==> src/design/thermal_power_pkg.sv <==
package thermal_power_pkg;

    // Service selectors on the request port
    localparam logic [3:0] SVC_TEMP_TARGET = 4'h0;
    localparam logic [3:0] SVC_THERMAL_STATUS = 4'h1;
    localparam logic [3:0] SVC_AVG_CONSTANT = 4'h2;
    localparam logic [3:0] SVC_CONSTRAINED_TIME = 4'h3;
    localparam logic [3:0] SVC_CURRENT_CAP = 4'h4;
    localparam logic [3:0] SVC_ENERGY = 4'h5;
    localparam logic [3:0] SVC_POWER_CAP = 4'h6;
    localparam logic [3:0] SVC_UNITS = 4'h7;

    // Completion codes
    localparam logic [7:0] CC_PASS = 8'h40;
    localparam logic [7:0] CC_FAIL = 8'h90;

    // Energy domain parameter
    localparam logic [7:0] ENERGY_DOMAIN_PACKAGE = 8'h00;
    localparam logic [7:0] ENERGY_DOMAIN_CORE = 8'h01;

    // Temperature target word fields
    localparam int TJMAX_LSB = 16;
    localparam int FAN_THRESHOLD_LSB = 8;

    // Thermal status word: live status bits and sticky log bits
    localparam int CTL_STATUS_BIT = 0;
    localparam int CTL_LOG_BIT = 1;
    localparam int THROTTLE_STATUS_BIT = 2;
    localparam int THROTTLE_LOG_BIT = 3;
    localparam int CRITICAL_STATUS_BIT = 4;
    localparam int CRITICAL_LOG_BIT = 5;
    localparam logic [31:0] LEGAL_CLEAR_BITS = 32'h0000002a;

    // Averaging constant
    localparam logic [3:0] AVG_CONSTANT_RESET = 4'h4;
    localparam logic [3:0] AVG_CONSTANT_MAX = 4'h8;

    // Current cap, 1/8 A per step, low 13 bits
    localparam int CURRENT_CAP_WIDTH = 13;
    localparam logic [12:0] CURRENT_CAP_RESET = 13'h0438;

    // Core plane power cap control word
    localparam int CAP_LIMIT_LSB = 0;
    localparam int CAP_LIMIT_WIDTH = 15;
    localparam int CAP_ENABLE_BIT = 15;
    localparam int CAP_CLAMP_BIT = 16;
    localparam int CAP_WINDOW_LSB = 17;
    localparam int CAP_WINDOW_WIDTH = 7;
    localparam logic [31:0] CAP_WRITABLE_BITS = 32'h00ffffff;

    // Unit word: power [3:0], energy [12:8], time [19:16]
    localparam logic [3:0] POWER_UNIT_CODE = 4'h3;
    localparam logic [4:0] ENERGY_UNIT_CODE = 5'h10;
    localparam logic [3:0] TIME_UNIT_CODE = 4'ha;

    // Constrained time counter resolution
    localparam int CLK_PERIOD_NS = 20;
    localparam int TIME_TICK_NS = 1000000;
    localparam int TIME_TICK_CYCLES = TIME_TICK_NS / CLK_PERIOD_NS;

endpackage : thermal_power_pkg

==> src/design/temp_average_filter.sv <==
`timescale 1ns/1ps

// Running average over a window of 2**windowLog2 samples
module temp_average_filter #(
    parameter int WIDTH = 16,
    parameter int MAX_LOG2 = 8
) (
    input wire logic clk_sys,
    input wire logic reset,
    input wire logic clkEnable,
    input wire logic sampleValid,
    input wire logic [WIDTH-1:0] sample,
    input wire logic [3:0] windowLog2,
    output logic [WIDTH-1:0] average
);

    localparam int ACC_WIDTH = WIDTH + MAX_LOG2;

    logic [ACC_WIDTH-1:0] acc;
    logic [ACC_WIDTH-1:0] next_acc;
    logic [ACC_WIDTH-1:0] shifted;

    always_comb begin
        next_acc = acc - (acc >> windowLog2)
                   + {{MAX_LOG2{1'b0}}, sample};
        shifted = next_acc >> windowLog2;
    end

    always_ff @(posedge clk_sys) begin
        if (reset) begin
            acc <= '0;
        end else if (clkEnable && sampleValid) begin
            acc <= next_acc;
        end
    end

    always_ff @(posedge clk_sys) begin
        if (reset) begin
            average <= '0;
        end else if (clkEnable && sampleValid) begin
            if (windowLog2 == 4'h0) begin
                average <= sample;
            end else begin
                average <= shifted[WIDTH-1:0];
            end
        end
    end

endmodule : temp_average_filter

==> src/design/thermal_power_services.sv <==
`timescale 1ns/1ps

module thermal_power_services #(
    parameter int TEMP_WIDTH = 16,
    parameter int MS_TICKS = thermal_power_pkg::TIME_TICK_CYCLES,
    parameter logic [12:0] CURRENT_CAP = thermal_power_pkg::CURRENT_CAP_RESET
) (
    input wire logic clk_sys,
    input wire logic reset,
    input wire logic clkEnable,
    // Request from the platform_env_control_link command decoder
    input wire logic reqValid,
    input wire logic reqWrite,
    input wire logic [3:0] reqService,
    input wire logic [7:0] reqParam,
    input wire logic [31:0] reqData,
    output logic rspValid,
    output logic [7:0] rspCode,
    output logic [31:0] rspData,
    // Package thermal sources
    input wire logic [7:0] junctionTempMax,
    input wire logic [7:0] fanControlThreshold,
    input wire logic thermalControlCircuitActive,
    input wire logic throttlePinAsserted,
    input wire logic criticalTemp,
    input wire logic thermallyConstrained,
    input wire logic constraintFromThrottlePin,
    input wire logic tempSampleValid,
    input wire logic [TEMP_WIDTH-1:0] tempSample,
    output logic [TEMP_WIDTH-1:0] reportedTemp,
    // Energy increments in energy units, added every cycle that clkEnable is high
    input wire logic [15:0] packageEnergyStep,
    input wire logic [15:0] coreEnergyStep,
    // Core plane power capping controls
    output logic [14:0] powerCapLimit,
    output logic [6:0] powerCapWindow,
    output logic powerCapActive,
    output logic belowOsRequestAllowed,
    output logic coreTurboAllowed
);

    localparam int TICK_WIDTH = $clog2(MS_TICKS + 1);
    localparam logic [TICK_WIDTH-1:0] TICK_LAST =
        TICK_WIDTH'(MS_TICKS - 1);

    // Sticky log update; set beats clear so an edge is never lost
    function automatic logic logNext(
        input logic logBit,
        input logic rise,
        input logic clearReq
    );
        logic cleared;
        cleared = clearReq ? 1'b0 : logBit;
        return cleared | rise;
    endfunction : logNext

    // Only services that accept writes
    function automatic logic isWritable(input logic [3:0] svc);
        return (svc == thermal_power_pkg::SVC_AVG_CONSTANT) ||
               (svc == thermal_power_pkg::SVC_POWER_CAP);
    endfunction : isWritable

    logic take;
    logic isStatusRead;
    logic maskIllegal;
    logic clearAccepted;
    logic [31:0] statusWord;
    logic [31:0] capWord;
    logic [31:0] unitWord;
    logic [31:0] next_rspData;
    logic [7:0] next_rspCode;

    logic ctlPrev;
    logic throttlePrev;
    logic criticalPrev;
    logic ctlLog;
    logic throttleLog;
    logic criticalLog;

    logic [3:0] avgConstant;
    logic [TICK_WIDTH-1:0] tickCount;
    logic msTick;
    logic [31:0] constrainedTime;
    logic [31:0] packageEnergy;
    logic [31:0] coreEnergy;

    logic capEnable;
    logic capClamp;
    logic capProgrammed;

    assign take = reqValid && clkEnable;
    assign isStatusRead = !reqWrite &&
        (reqService == thermal_power_pkg::SVC_THERMAL_STATUS);
    assign maskIllegal =
        |(~reqData & ~thermal_power_pkg::LEGAL_CLEAR_BITS);
    assign clearAccepted = take && isStatusRead && !maskIllegal;

    always_comb begin
        statusWord = '0;
        statusWord[thermal_power_pkg::CTL_STATUS_BIT] =
            thermalControlCircuitActive;
        statusWord[thermal_power_pkg::CTL_LOG_BIT] = ctlLog;
        statusWord[thermal_power_pkg::THROTTLE_STATUS_BIT] =
            throttlePinAsserted;
        statusWord[thermal_power_pkg::THROTTLE_LOG_BIT] = throttleLog;
        statusWord[thermal_power_pkg::CRITICAL_STATUS_BIT] = criticalTemp;
        statusWord[thermal_power_pkg::CRITICAL_LOG_BIT] = criticalLog;
    end

    always_comb begin
        capWord = '0;
        capWord[thermal_power_pkg::CAP_LIMIT_LSB +:
                thermal_power_pkg::CAP_LIMIT_WIDTH] = powerCapLimit;
        capWord[thermal_power_pkg::CAP_ENABLE_BIT] = capEnable;
        capWord[thermal_power_pkg::CAP_CLAMP_BIT] = capClamp;
        capWord[thermal_power_pkg::CAP_WINDOW_LSB +:
                thermal_power_pkg::CAP_WINDOW_WIDTH] = powerCapWindow;
    end

    always_comb begin
        unitWord = '0;
        unitWord[3:0] = thermal_power_pkg::POWER_UNIT_CODE;
        unitWord[12:8] = thermal_power_pkg::ENERGY_UNIT_CODE;
        unitWord[19:16] = thermal_power_pkg::TIME_UNIT_CODE;
    end

    // Answer selection
    always_comb begin
        next_rspData = '0;
        next_rspCode = thermal_power_pkg::CC_PASS;
        if (reqWrite && !isWritable(reqService)) begin
            next_rspCode = thermal_power_pkg::CC_FAIL;
        end else begin
            case (reqService)
                thermal_power_pkg::SVC_TEMP_TARGET: begin
                    next_rspData[thermal_power_pkg::TJMAX_LSB +: 8] =
                        junctionTempMax;
                    next_rspData[thermal_power_pkg::FAN_THRESHOLD_LSB +: 8] =
                        fanControlThreshold;
                end
                thermal_power_pkg::SVC_THERMAL_STATUS: begin
                    if (maskIllegal) begin
                        next_rspCode = thermal_power_pkg::CC_FAIL;
                    end else begin
                        next_rspData = statusWord;
                    end
                end
                thermal_power_pkg::SVC_AVG_CONSTANT: begin
                    if (reqWrite &&
                        reqData > 32'(thermal_power_pkg::AVG_CONSTANT_MAX))
                    begin
                        next_rspCode = thermal_power_pkg::CC_FAIL;
                    end else if (!reqWrite) begin
                        next_rspData[3:0] = avgConstant;
                    end
                end
                thermal_power_pkg::SVC_CONSTRAINED_TIME: begin
                    next_rspData = constrainedTime;
                end
                thermal_power_pkg::SVC_CURRENT_CAP: begin
                    next_rspData[thermal_power_pkg::CURRENT_CAP_WIDTH-1:0] =
                        CURRENT_CAP;
                end
                thermal_power_pkg::SVC_ENERGY: begin
                    if (reqParam == thermal_power_pkg::ENERGY_DOMAIN_PACKAGE)
                    begin
                        next_rspData = packageEnergy;
                    end else if (reqParam ==
                                 thermal_power_pkg::ENERGY_DOMAIN_CORE) begin
                        next_rspData = coreEnergy;
                    end else begin
                        next_rspCode = thermal_power_pkg::CC_FAIL;
                    end
                end
                thermal_power_pkg::SVC_POWER_CAP: begin
                    if (!reqWrite) begin
                        next_rspData = capWord;
                    end
                end
                thermal_power_pkg::SVC_UNITS: begin
                    next_rspData = unitWord;
                end
                default: begin
                    next_rspCode = thermal_power_pkg::CC_FAIL;
                end
            endcase
        end
    end

    always_ff @(posedge clk_sys) begin
        if (reset) begin
            rspValid <= 1'b0;
            rspCode <= '0;
            rspData <= '0;
        end else if (clkEnable) begin
            rspValid <= reqValid;
            if (reqValid) begin
                rspCode <= next_rspCode;
                rspData <= next_rspData;
            end
        end
    end

    // Edge history for the sticky logs
    always_ff @(posedge clk_sys) begin
        if (reset) begin
            ctlPrev <= 1'b0;
            throttlePrev <= 1'b0;
            criticalPrev <= 1'b0;
        end else if (clkEnable) begin
            ctlPrev <= thermalControlCircuitActive;
            throttlePrev <= throttlePinAsserted;
            criticalPrev <= criticalTemp;
        end
    end

    // Logs leave only through a legal masked status read or reset
    always_ff @(posedge clk_sys) begin
        if (reset) begin
            ctlLog <= 1'b0;
            throttleLog <= 1'b0;
            criticalLog <= 1'b0;
        end else if (clkEnable) begin
            ctlLog <= logNext(ctlLog,
                thermalControlCircuitActive && !ctlPrev,
                clearAccepted &&
                !reqData[thermal_power_pkg::CTL_LOG_BIT]);
            throttleLog <= logNext(throttleLog,
                throttlePinAsserted && !throttlePrev,
                clearAccepted &&
                !reqData[thermal_power_pkg::THROTTLE_LOG_BIT]);
            criticalLog <= logNext(criticalLog,
                criticalTemp && !criticalPrev,
                clearAccepted &&
                !reqData[thermal_power_pkg::CRITICAL_LOG_BIT]);
        end
    end

    always_ff @(posedge clk_sys) begin
        if (reset) begin
            avgConstant <= thermal_power_pkg::AVG_CONSTANT_RESET;
        end else if (take && reqWrite &&
                     reqService == thermal_power_pkg::SVC_AVG_CONSTANT &&
                     reqData <= 32'(thermal_power_pkg::AVG_CONSTANT_MAX))
        begin
            avgConstant <= reqData[3:0];
        end
    end

    temp_average_filter #(
        .WIDTH(TEMP_WIDTH),
        .MAX_LOG2(8)
    ) u_filter (
        .clk_sys(clk_sys),
        .reset(reset),
        .clkEnable(clkEnable),
        .sampleValid(tempSampleValid),
        .sample(tempSample),
        .windowLog2(avgConstant),
        .average(reportedTemp)
    );

    // Millisecond time base; free running so each count is a whole ms
    always_ff @(posedge clk_sys) begin
        if (reset) begin
            tickCount <= '0;
        end else if (clkEnable) begin
            if (tickCount == TICK_LAST) begin
                tickCount <= '0;
            end else begin
                tickCount <= tickCount + 1'b1;
            end
        end
    end

    assign msTick = (tickCount == TICK_LAST);

    always_ff @(posedge clk_sys) begin
        if (reset) begin
            constrainedTime <= '0;
        end else if (clkEnable && msTick && thermallyConstrained &&
                     !constraintFromThrottlePin) begin
            constrainedTime <= constrainedTime + 32'h1;
        end
    end

    // Energy accumulators wrap; the host differences them
    always_ff @(posedge clk_sys) begin
        if (reset) begin
            packageEnergy <= '0;
            coreEnergy <= '0;
        end else if (clkEnable) begin
            packageEnergy <= packageEnergy + {16'h0, packageEnergyStep};
            coreEnergy <= coreEnergy + {16'h0, coreEnergyStep};
        end
    end

    // Whole word taken at once; reserved bits dropped
    always_ff @(posedge clk_sys) begin
        if (reset) begin
            capEnable <= 1'b0;
            capClamp <= 1'b0;
            capProgrammed <= 1'b0;
        end else if (take && reqWrite &&
                     reqService == thermal_power_pkg::SVC_POWER_CAP) begin
            capEnable <= reqData[thermal_power_pkg::CAP_ENABLE_BIT];
            capClamp <= reqData[thermal_power_pkg::CAP_CLAMP_BIT];
            capProgrammed <= 1'b1;
        end
    end

    // Limit and window hold no reset value: software must program them
    always_ff @(posedge clk_sys) begin
        if (take && reqWrite &&
            reqService == thermal_power_pkg::SVC_POWER_CAP) begin
            powerCapLimit <= reqData[thermal_power_pkg::CAP_LIMIT_LSB +:
                thermal_power_pkg::CAP_LIMIT_WIDTH];
            powerCapWindow <= reqData[thermal_power_pkg::CAP_WINDOW_LSB +:
                thermal_power_pkg::CAP_WINDOW_WIDTH];
        end
    end

    assign powerCapActive = capEnable;
    assign belowOsRequestAllowed = capEnable && capClamp;
    assign coreTurboAllowed = capProgrammed;

endmodule : thermal_power_services

==> config.mk <==
export PLATFORM = sky130hd
export DESIGN_NAME = thermal_power_services
export DESIGN_NICKNAME = d
export VERILOG_FILES = /design/src/design/thermal_power_pkg.sv /design/src/design/temp_average_filter.sv /design/src/design/thermal_power_services.sv
export SDC_FILE = /design/constraint.sdc
export NUM_CORES = 1
export LEC_CHECK = 0
export BUFFER_PORTS_ARGS = -buffer_cell sky130_fd_sc_hd__buf_2
export CORE_MARGIN = 5
export CORE_UTILIZATION = 50
export DETAILED_ROUTE_END_ITERATION = 10
export GPL_TIMING_DRIVEN = 0
export PLACE_DENSITY = 0.8
export SLEW_MARGIN = 15
export SYNTH_ARGS = -nofsm -noshare
export SYNTH_HDL_FRONTEND = slang
export SYNTH_SLANG_ARGS = --single-unit
==> constraint.sdc <==
create_clock -name clk_sys -period 16.1 [get_ports clk_sys]
set_clock_uncertainty 0.15 [all_clocks]
set_input_delay 1.61 -clock clk_sys [delete_from_list [all_inputs] [get_ports clk_sys]]
set_output_delay 1.61 -clock clk_sys [all_outputs]
set_load 0.005 [all_outputs]
==> metrics.md, run 1 <==
| Metric | Value |
|---|---|
| Outcome | complete, no violations |
| Drt drc | 0 |
| Post-route ant nets | 0 |
| Required @ worst endpoint | 16.38 ns |
| Worst skew pair latency | 0.54 ns |
| Worst Tran Pin Value | 1.170 ns |
| Final wirelength | 58.44 mm |
| Pwr dens | 178.1 nW/um^2 |
| Peak VDD IR | 215.1 uV |
| Die ar. | 33820 sq um |
| Maximum clock path buffer count | 3 |
| Dpl hpwl | 46.39 mm |
| Cell family with most CP delay | compound AO/OA/AOI/OAI gates |
| Post-synth EDFFs | 22 |
| Fmax | 132.3 MHz |
| RSZ-0062 raised after global routing | false |
| Worst hold path class | reg -> reg |
| Reg clk slew, reported paths | 0.07 ns |
| Final Util | 58.50% |
| Synth area leader | dfxtp_1 |
| Layout Cells excl Fill | 2495 |
| DR WL/cell | 23.42 um |
| Setup crit end kind | register |
| Slowest stage cell, crit path | buf_1 |
| Ratio of cells with drive above 1 in the final layout | 13.78% |
| Yosys reg bits | 222 |
| Setup Viol. Count Final | 0 |
| Seq/Total Area, Yosys | 30.85% |
| Synth warn | 0 |
| Share of the synthesized area in the top cell type | 26.48% |
| Most common cell after layout, fill and taps aside | nor2_1 |
| Ports | 201 |
| Max incr delay on CP | 0.70 ns |
| Max cap viols | 0 |
| Width of the die | 183.9 um |
| Critical Path Fanout Max | 10 |
| H-tree depth | 1 |
| Tot GR Track Use | 32.85% |
| Top_reg_cell synth | dfxtp_1 |
| FP Rows | 63 |
| Syn-to-layout area delta | 14.99% |
| DR iter-0 viols | 1588 |
| Final TNS setup | 0 ns |
| Hold Slack | 0.3084 ns |
| Synth Cell Area | 15120 sq um |
| Synth async-reset ratio | 0% |
| Clk sinks | 222 |
| Initial antenna violation count | 0 |
| Total gr overflow | 0 |
| Core area | 29720 sq um |
| CTS tree | built |
| Fillcell total | 2687 |
| DR vias | 15740 |
| Library cells used by synthesis | 82 |
| Relative slew slack | 21.41% |
| CTS Hold Bufs | 0 |
| Postcts setup bufs | 0 |
| Synth area leaders | dfxtp_1 26%, nor2_1 5.9%, mux2i_1 5.8% |
| Worst EP arrival | 7.84 ns |
| Via density | 6.307 |
| Fin crit period | 7.560 ns |
| First-pass GRT wire length | 87.40 mm |
| Die Span Y | 183.9 um |
| WP buf/inv | 5 |
| Routability Congestion | 1.041 |
| Final period util | 46.96% |
| Port bufs | 191 |
| Placed insts | 2451 |
| Leakage | 7.071 nW |
| Critical Path Source Type | register |
| Clk root buf | clkbuf_16 |
| Commonest cells after routing, fill and taps aside | 237 x nor2_1, 200 x dfxtp_1, 194 x buf_2, 168 x nand2_1, 144 x a21oi_1 |
| Post-cts sizing count | 0 |
| Syn_area_per_cell | 8.107 sq um |
| Fin nets | 2290 |
| Slew Limit Fails | 0 |
| Setup CP Type | reg -> reg |
| Vias in the first global route | 15160 |
| Cells after Synth | 1865 |
| DRT Pass-1 Iters | 6 |
| Effective utilization at floorplan | 50.88% |
| Pin count of the biggest net entering global routing | 26 |
| Fin. Hold Viols | 0 |
| TritonCTS Buffers | 25 |
| Worst-path cell chain | clkbuf_1, buf_1, clkbuf_1, clkbuf_1, a21oi_1, a211oi_1, a31oi_1, fa_1, inv_1, ha_1, a211oi_1, o211ai_1, a211oi_1, o31ai_1, a21boi_0, xnor2_1, o21ai_0, mux2i_1, a21oi_1, o311ai_0 |
## final cells by class
| cell class | count | area, sq um | area share, % |
|---|---|---|---|
| diodes | 1 | 2.502 | 0.01439 |
| inverters | 91 | 341.6 | 1.965 |
| multi-input cells | 1439 | 9686 | 55.71 |
| clock inverters | 6 | 43.79 | 0.2519 |
| flip-flops and latches | 222 | 4664 | 26.83 |
| repair buffers | 192 | 960.9 | 5.527 |
| plain buffers | 117 | 467.9 | 2.692 |
| clock buffers | 37 | 730.7 | 4.203 |
| well taps | 390 | 488.0 | 2.807 |
## kinds of logic (layout without fill, tap and decap cells)
group | after synthesis | count (layout) | synth area share (%)
simple gates | 648 | 648 | 20.19
compound gates | 490 | 490 | 20.87
buf+inv | 208 | 443 | 5.354
xor+xnor | 97 | 97 | 5.619
mux | 116 | 116 | 9.326
fa+ha+maj | 83 | 83 | 7.762
flops | 222 | 222 | 30.85
other cells | 1 | 6 | 0.02480
## synthesized netlist by cell type (10+ instances only)
cell type / number
and3_1: 25
mux2i_1: 88
ha_1: 65
mux4_2: 19
nor2_1: 238
buf_1: 21
fa_1: 18
o21a_1: 15
nand2_1: 168
a21o_1: 27
nor4_1: 13
o21ai_0: 118
and2_1: 14
nand4_1: 26
a211oi_1: 34
dfxtp_1: 200
a22oi_1: 28
o211ai_1: 11
nor3_1: 31
nand3_1: 32
a21oi_1: 144
edfxtp_1: 22
xor2_1: 55
nor4b_1: 10
inv_1: 90
xnor2_1: 42
or3_1: 20
clkbuf_1: 87
nand2b_1: 14
nor2b_1: 18
a222oi_1: 12
## path summary, 6_finish.rpt
kind,to,slack (ns),cells after the start,from
setup / recovery,u_filter.average[11],8.54,20,avgConstant[0]
hold / removal,rspData[10],0.31,2,rspData[10]
setup reg to reg,u_filter.average[11],8.54,20,avgConstant[0]
hold reg to reg,rspData[10],0.31,2,rspData[10]
## per-stage QoR
step | worst slack, ns | total power, mW | cell area, sq um
floorplan | 10.64 | 1.943 | 15130
global placement | 8.717 | 2.476 | 16580
detailed placement | 8.798 | 2.488 | 16600
CTS | 8.680 | 3.040 | 17380
global route | 8.132 | 3.269 | 17380
finish | 8.540 | 3.096 | 17390
## sequential cells by signal, summed over array words and instances (netlist names)
| name | cells |
|---|---|
| constrainedTime | 32 |
| coreEnergy | 32 |
| packageEnergy | 32 |
| rspData | 32 |
| u_filter.acc | 24 |
| tickCount | 16 |
| u_filter.average | 16 |
| powerCapLimit | 15 |
| powerCapWindow | 7 |
| avgConstant | 4 |
| rspCode | 2 |
| capClamp | 1 |
| coreTurboAllowed | 1 |
| criticalLog | 1 |
| criticalPrev | 1 |
| ctlLog | 1 |
| ctlPrev | 1 |
| powerCapActive | 1 |
| rspValid | 1 |
| throttleLog | 1 |
| throttlePrev | 1 |
## worst reg2reg max path: stages, from the launching register on
cell and delay [ns]:
dfxtp_1 0.31, clkbuf_1 0.50, buf_1 0.70, clkbuf_1 0.67, clkbuf_1 0.62, a21oi_1 0.20
a211oi_1 0.32, a31oi_1 0.14, fa_1 0.54, inv_1 0.04, ha_1 0.24, a211oi_1 0.34
o211ai_1 0.22, a211oi_1 0.52, o31ai_1 0.22, a21boi_0 0.27, xnor2_1 0.31, o21ai_0 0.32
mux2i_1 0.37, a21oi_1 0.12, o311ai_0 0.32
## power breakdown
group / leakage (nW) / internal (mW) / switching [mW]
clock: 0.379 / 0.313 / 0.239
sequential: 1.82 / 0.612 / 0.0664
combinational: 4.87 / 0.691 / 1.17
total: 7.07 / 1.62 / 1.48
## metal layers
metal	routed length, um	track usage (%)	up-vias
met1	21900	39.50	7442
met4	4262	19.73	0
li1	-	-	7139
met2	27100	55.93	914
met3	5180	4.373	240
met5	0	0	-
Power figures use the tool's default switching activity.
==> run 2: changes to the inputs <==
Clock period 16.1 ns to 7.62 ns, I/O delays scaled along.
==> run 2 against run 1 <==
  * Clock-buffer cell count stayed put
  * Clock power is 110% higher
  * Fmax is 2.9% higher
  * Total power is 110% higher
  * First-iteration DRC count is 3.0% higher
  * Global-route usage stayed put
==> metrics.md, run 2 (synthesis results as in run 1) <==
| Metric | Value |
|---|---|
| Outcome | complete, no violations |
| Via density | 6.289 |
| Clk sinks | 222 |
| Worst hold path class | in -> reg |
| Ratio of cells with drive above 1 in the final layout | 13.84% |
| Commonest cells after routing, fill and taps aside | 237 x nor2_1, 200 x dfxtp_1, 194 x buf_2, 168 x nand2_1, 144 x a21oi_1 |
| Peak VDD IR | 455.3 uV |
| Dpl hpwl | 46.39 mm |
| TritonCTS Buffers | 25 |
| Syn-to-layout area delta | 14.97% |
| Critical Path Source Type | register |
| Relative slew slack | 20.81% |
| Place WS | 0.3182 ns |
| FF/Latch Area | 4664 sq um |
| Core area | 29720 sq um |
| Maximum clock path buffer count | 3 |
| Final period util | 96.39% |
| Fin. Hold Viols | 0 |
| Routability Congestion | 1.041 |
| Most common cell after layout, fill and taps aside | nor2_1 |
| Final TNS setup | 0 ns |
| Die Span Y | 183.9 um |
| Pin count of the biggest net entering global routing | 26 |
| RSZ-0062 raised after global routing | false |
| FP Rows | 63 |
| Worst skew pair latency | 0.54 ns |
| Vias in the first global route | 15160 |
| Placed insts | 2451 |
| Initial antenna violation count | 0 |
| Pwr dens | 376.0 nW/um^2 |
| Setup CP Type | reg -> reg |
| Reg clk slew, reported paths | 0.07 ns |
| DR vias | 15690 |
| Postcts setup bufs | 0 |
| Layout Cells excl Fill | 2494 |
| Effective utilization at floorplan | 50.88% |
| Worst Tran Pin Value | 1.179 ns |
| H-tree depth | 1 |
| Die ar. | 33820 sq um |
| Clk root buf | clkbuf_16 |
| Hold Slack | 0.2914 ns |
| Fmax | 136.1 MHz |
| Ports | 201 |
| First-pass GRT wire length | 87.40 mm |
| CTS tree | built |
| Total gr overflow | 0 |
| Final Util | 58.49% |
| Slew Limit Fails | 0 |
| Power, Total | 6.536 mW |
| Finished layout cell area | 17380 sq um |
| DP Area | 16600 sq um |
| Required @ worst endpoint | 7.90 ns |
| DRT Pass-1 Iters | 7 |
| Setup Viol. Count Final | 0 |
| Setup crit end kind | register |
| Post-route setup slack | 0.2749 ns |
| Multi-input logic area | 9686 sq um |
| Fillcell total | 2688 |
| Width of the die | 183.9 um |
| Leakage | 7.074 nW |
| Tot GR Track Use | 32.85% |
| Post-route ant nets | 0 |
| Drt drc | 0 |
| DR iter-0 viols | 1635 |
| Worst EP arrival | 7.62 ns |
| Fin nets | 2289 |
| Critical Path Fanout Max | 10 |
| Port bufs | 191 |
| Fin crit period | 7.345 ns |
| Max cap viols | 0 |
| Final wirelength | 58.25 mm |
| CTS Hold Bufs | 0 |
| DR WL/cell | 23.36 um |
[run 2: cell count changes in the layout (fill, tap and decap cells not counted)]
cell and delta:
clkbuf_2 +1, buf_1 -1, clkbuf_1 -1
[run 2: repair_timing]
action | in CTS | in global routing
endpoints found under the setup margin | 0 | 10
endpoints found under the hold margin | 0 | 0
resized for setup | 0 | 2
[run 2: critical path, stage by stage (launching register included)]
cell and delay (ns):
dfxtp_1 0.59, clkbuf_1 0.51, buf_1 0.59, clkbuf_1 0.68, mux4_2 0.41, a21oi_1 0.16
o21ai_0 0.12, ha_1 0.31, inv_1 0.04, ha_1 0.22, fa_1 0.43, a211oi_1 0.34
o211ai_1 0.22, a211oi_1 0.53, o31ai_1 0.22, a21boi_0 0.27, xnor2_1 0.32, o21ai_0 0.32
mux2i_1 0.37, a21oi_1 0.12, o311ai_0 0.31
[run 2: worst paths after layout]
kind	start	to	slack [ns]	depth (start not counted)
setup / recovery	avgConstant[1]	u_filter.average[11]	0.27	20
hold / removal	reqData[19]	powerCapWindow[2]	0.29	1
setup reg to reg	avgConstant[1]	u_filter.average[11]	0.27	20
hold reg to reg	rspData[10]	rspData[10]	0.31	2
[run 2: metal layers]
| metal | part of all wire (%) | vias up | GRT usage (%) |
|---|---|---|---|
| li1 | - | 7141 | - |
| met1 | 38 | 7446 | 39.50 |
| met2 | 46 | 873 | 55.93 |
| met3 | 8.3 | 226 | 4.373 |
| met4 | 7.2 | 0 | 19.73 |
| met5 | 0 | - | 0 |
[run 2: layout make-up]
class / instances / share of cell area, %
multi-input combinational: 1439 / 55.72
inverter: 91 / 1.965
sequential: 222 / 26.83
timing repair buffer: 192 / 5.528
clock buffer: 37 / 4.204
buffer: 116 / 2.678
clock inverter: 6 / 0.2519
tap: 390 / 2.807
antenna: 1 / 0.01440
[run 2: power by group]
group | total (mW) | leakage [nW] | internal (mW) | switching (mW)
sequential | 1.43 | 1.82 | 1.29 | 0.141
combinational | 3.94 | 4.87 | 1.46 | 2.48
clock | 1.16 | 0.379 | 0.662 | 0.503
total | 6.54 | 7.07 | 3.42 | 3.12
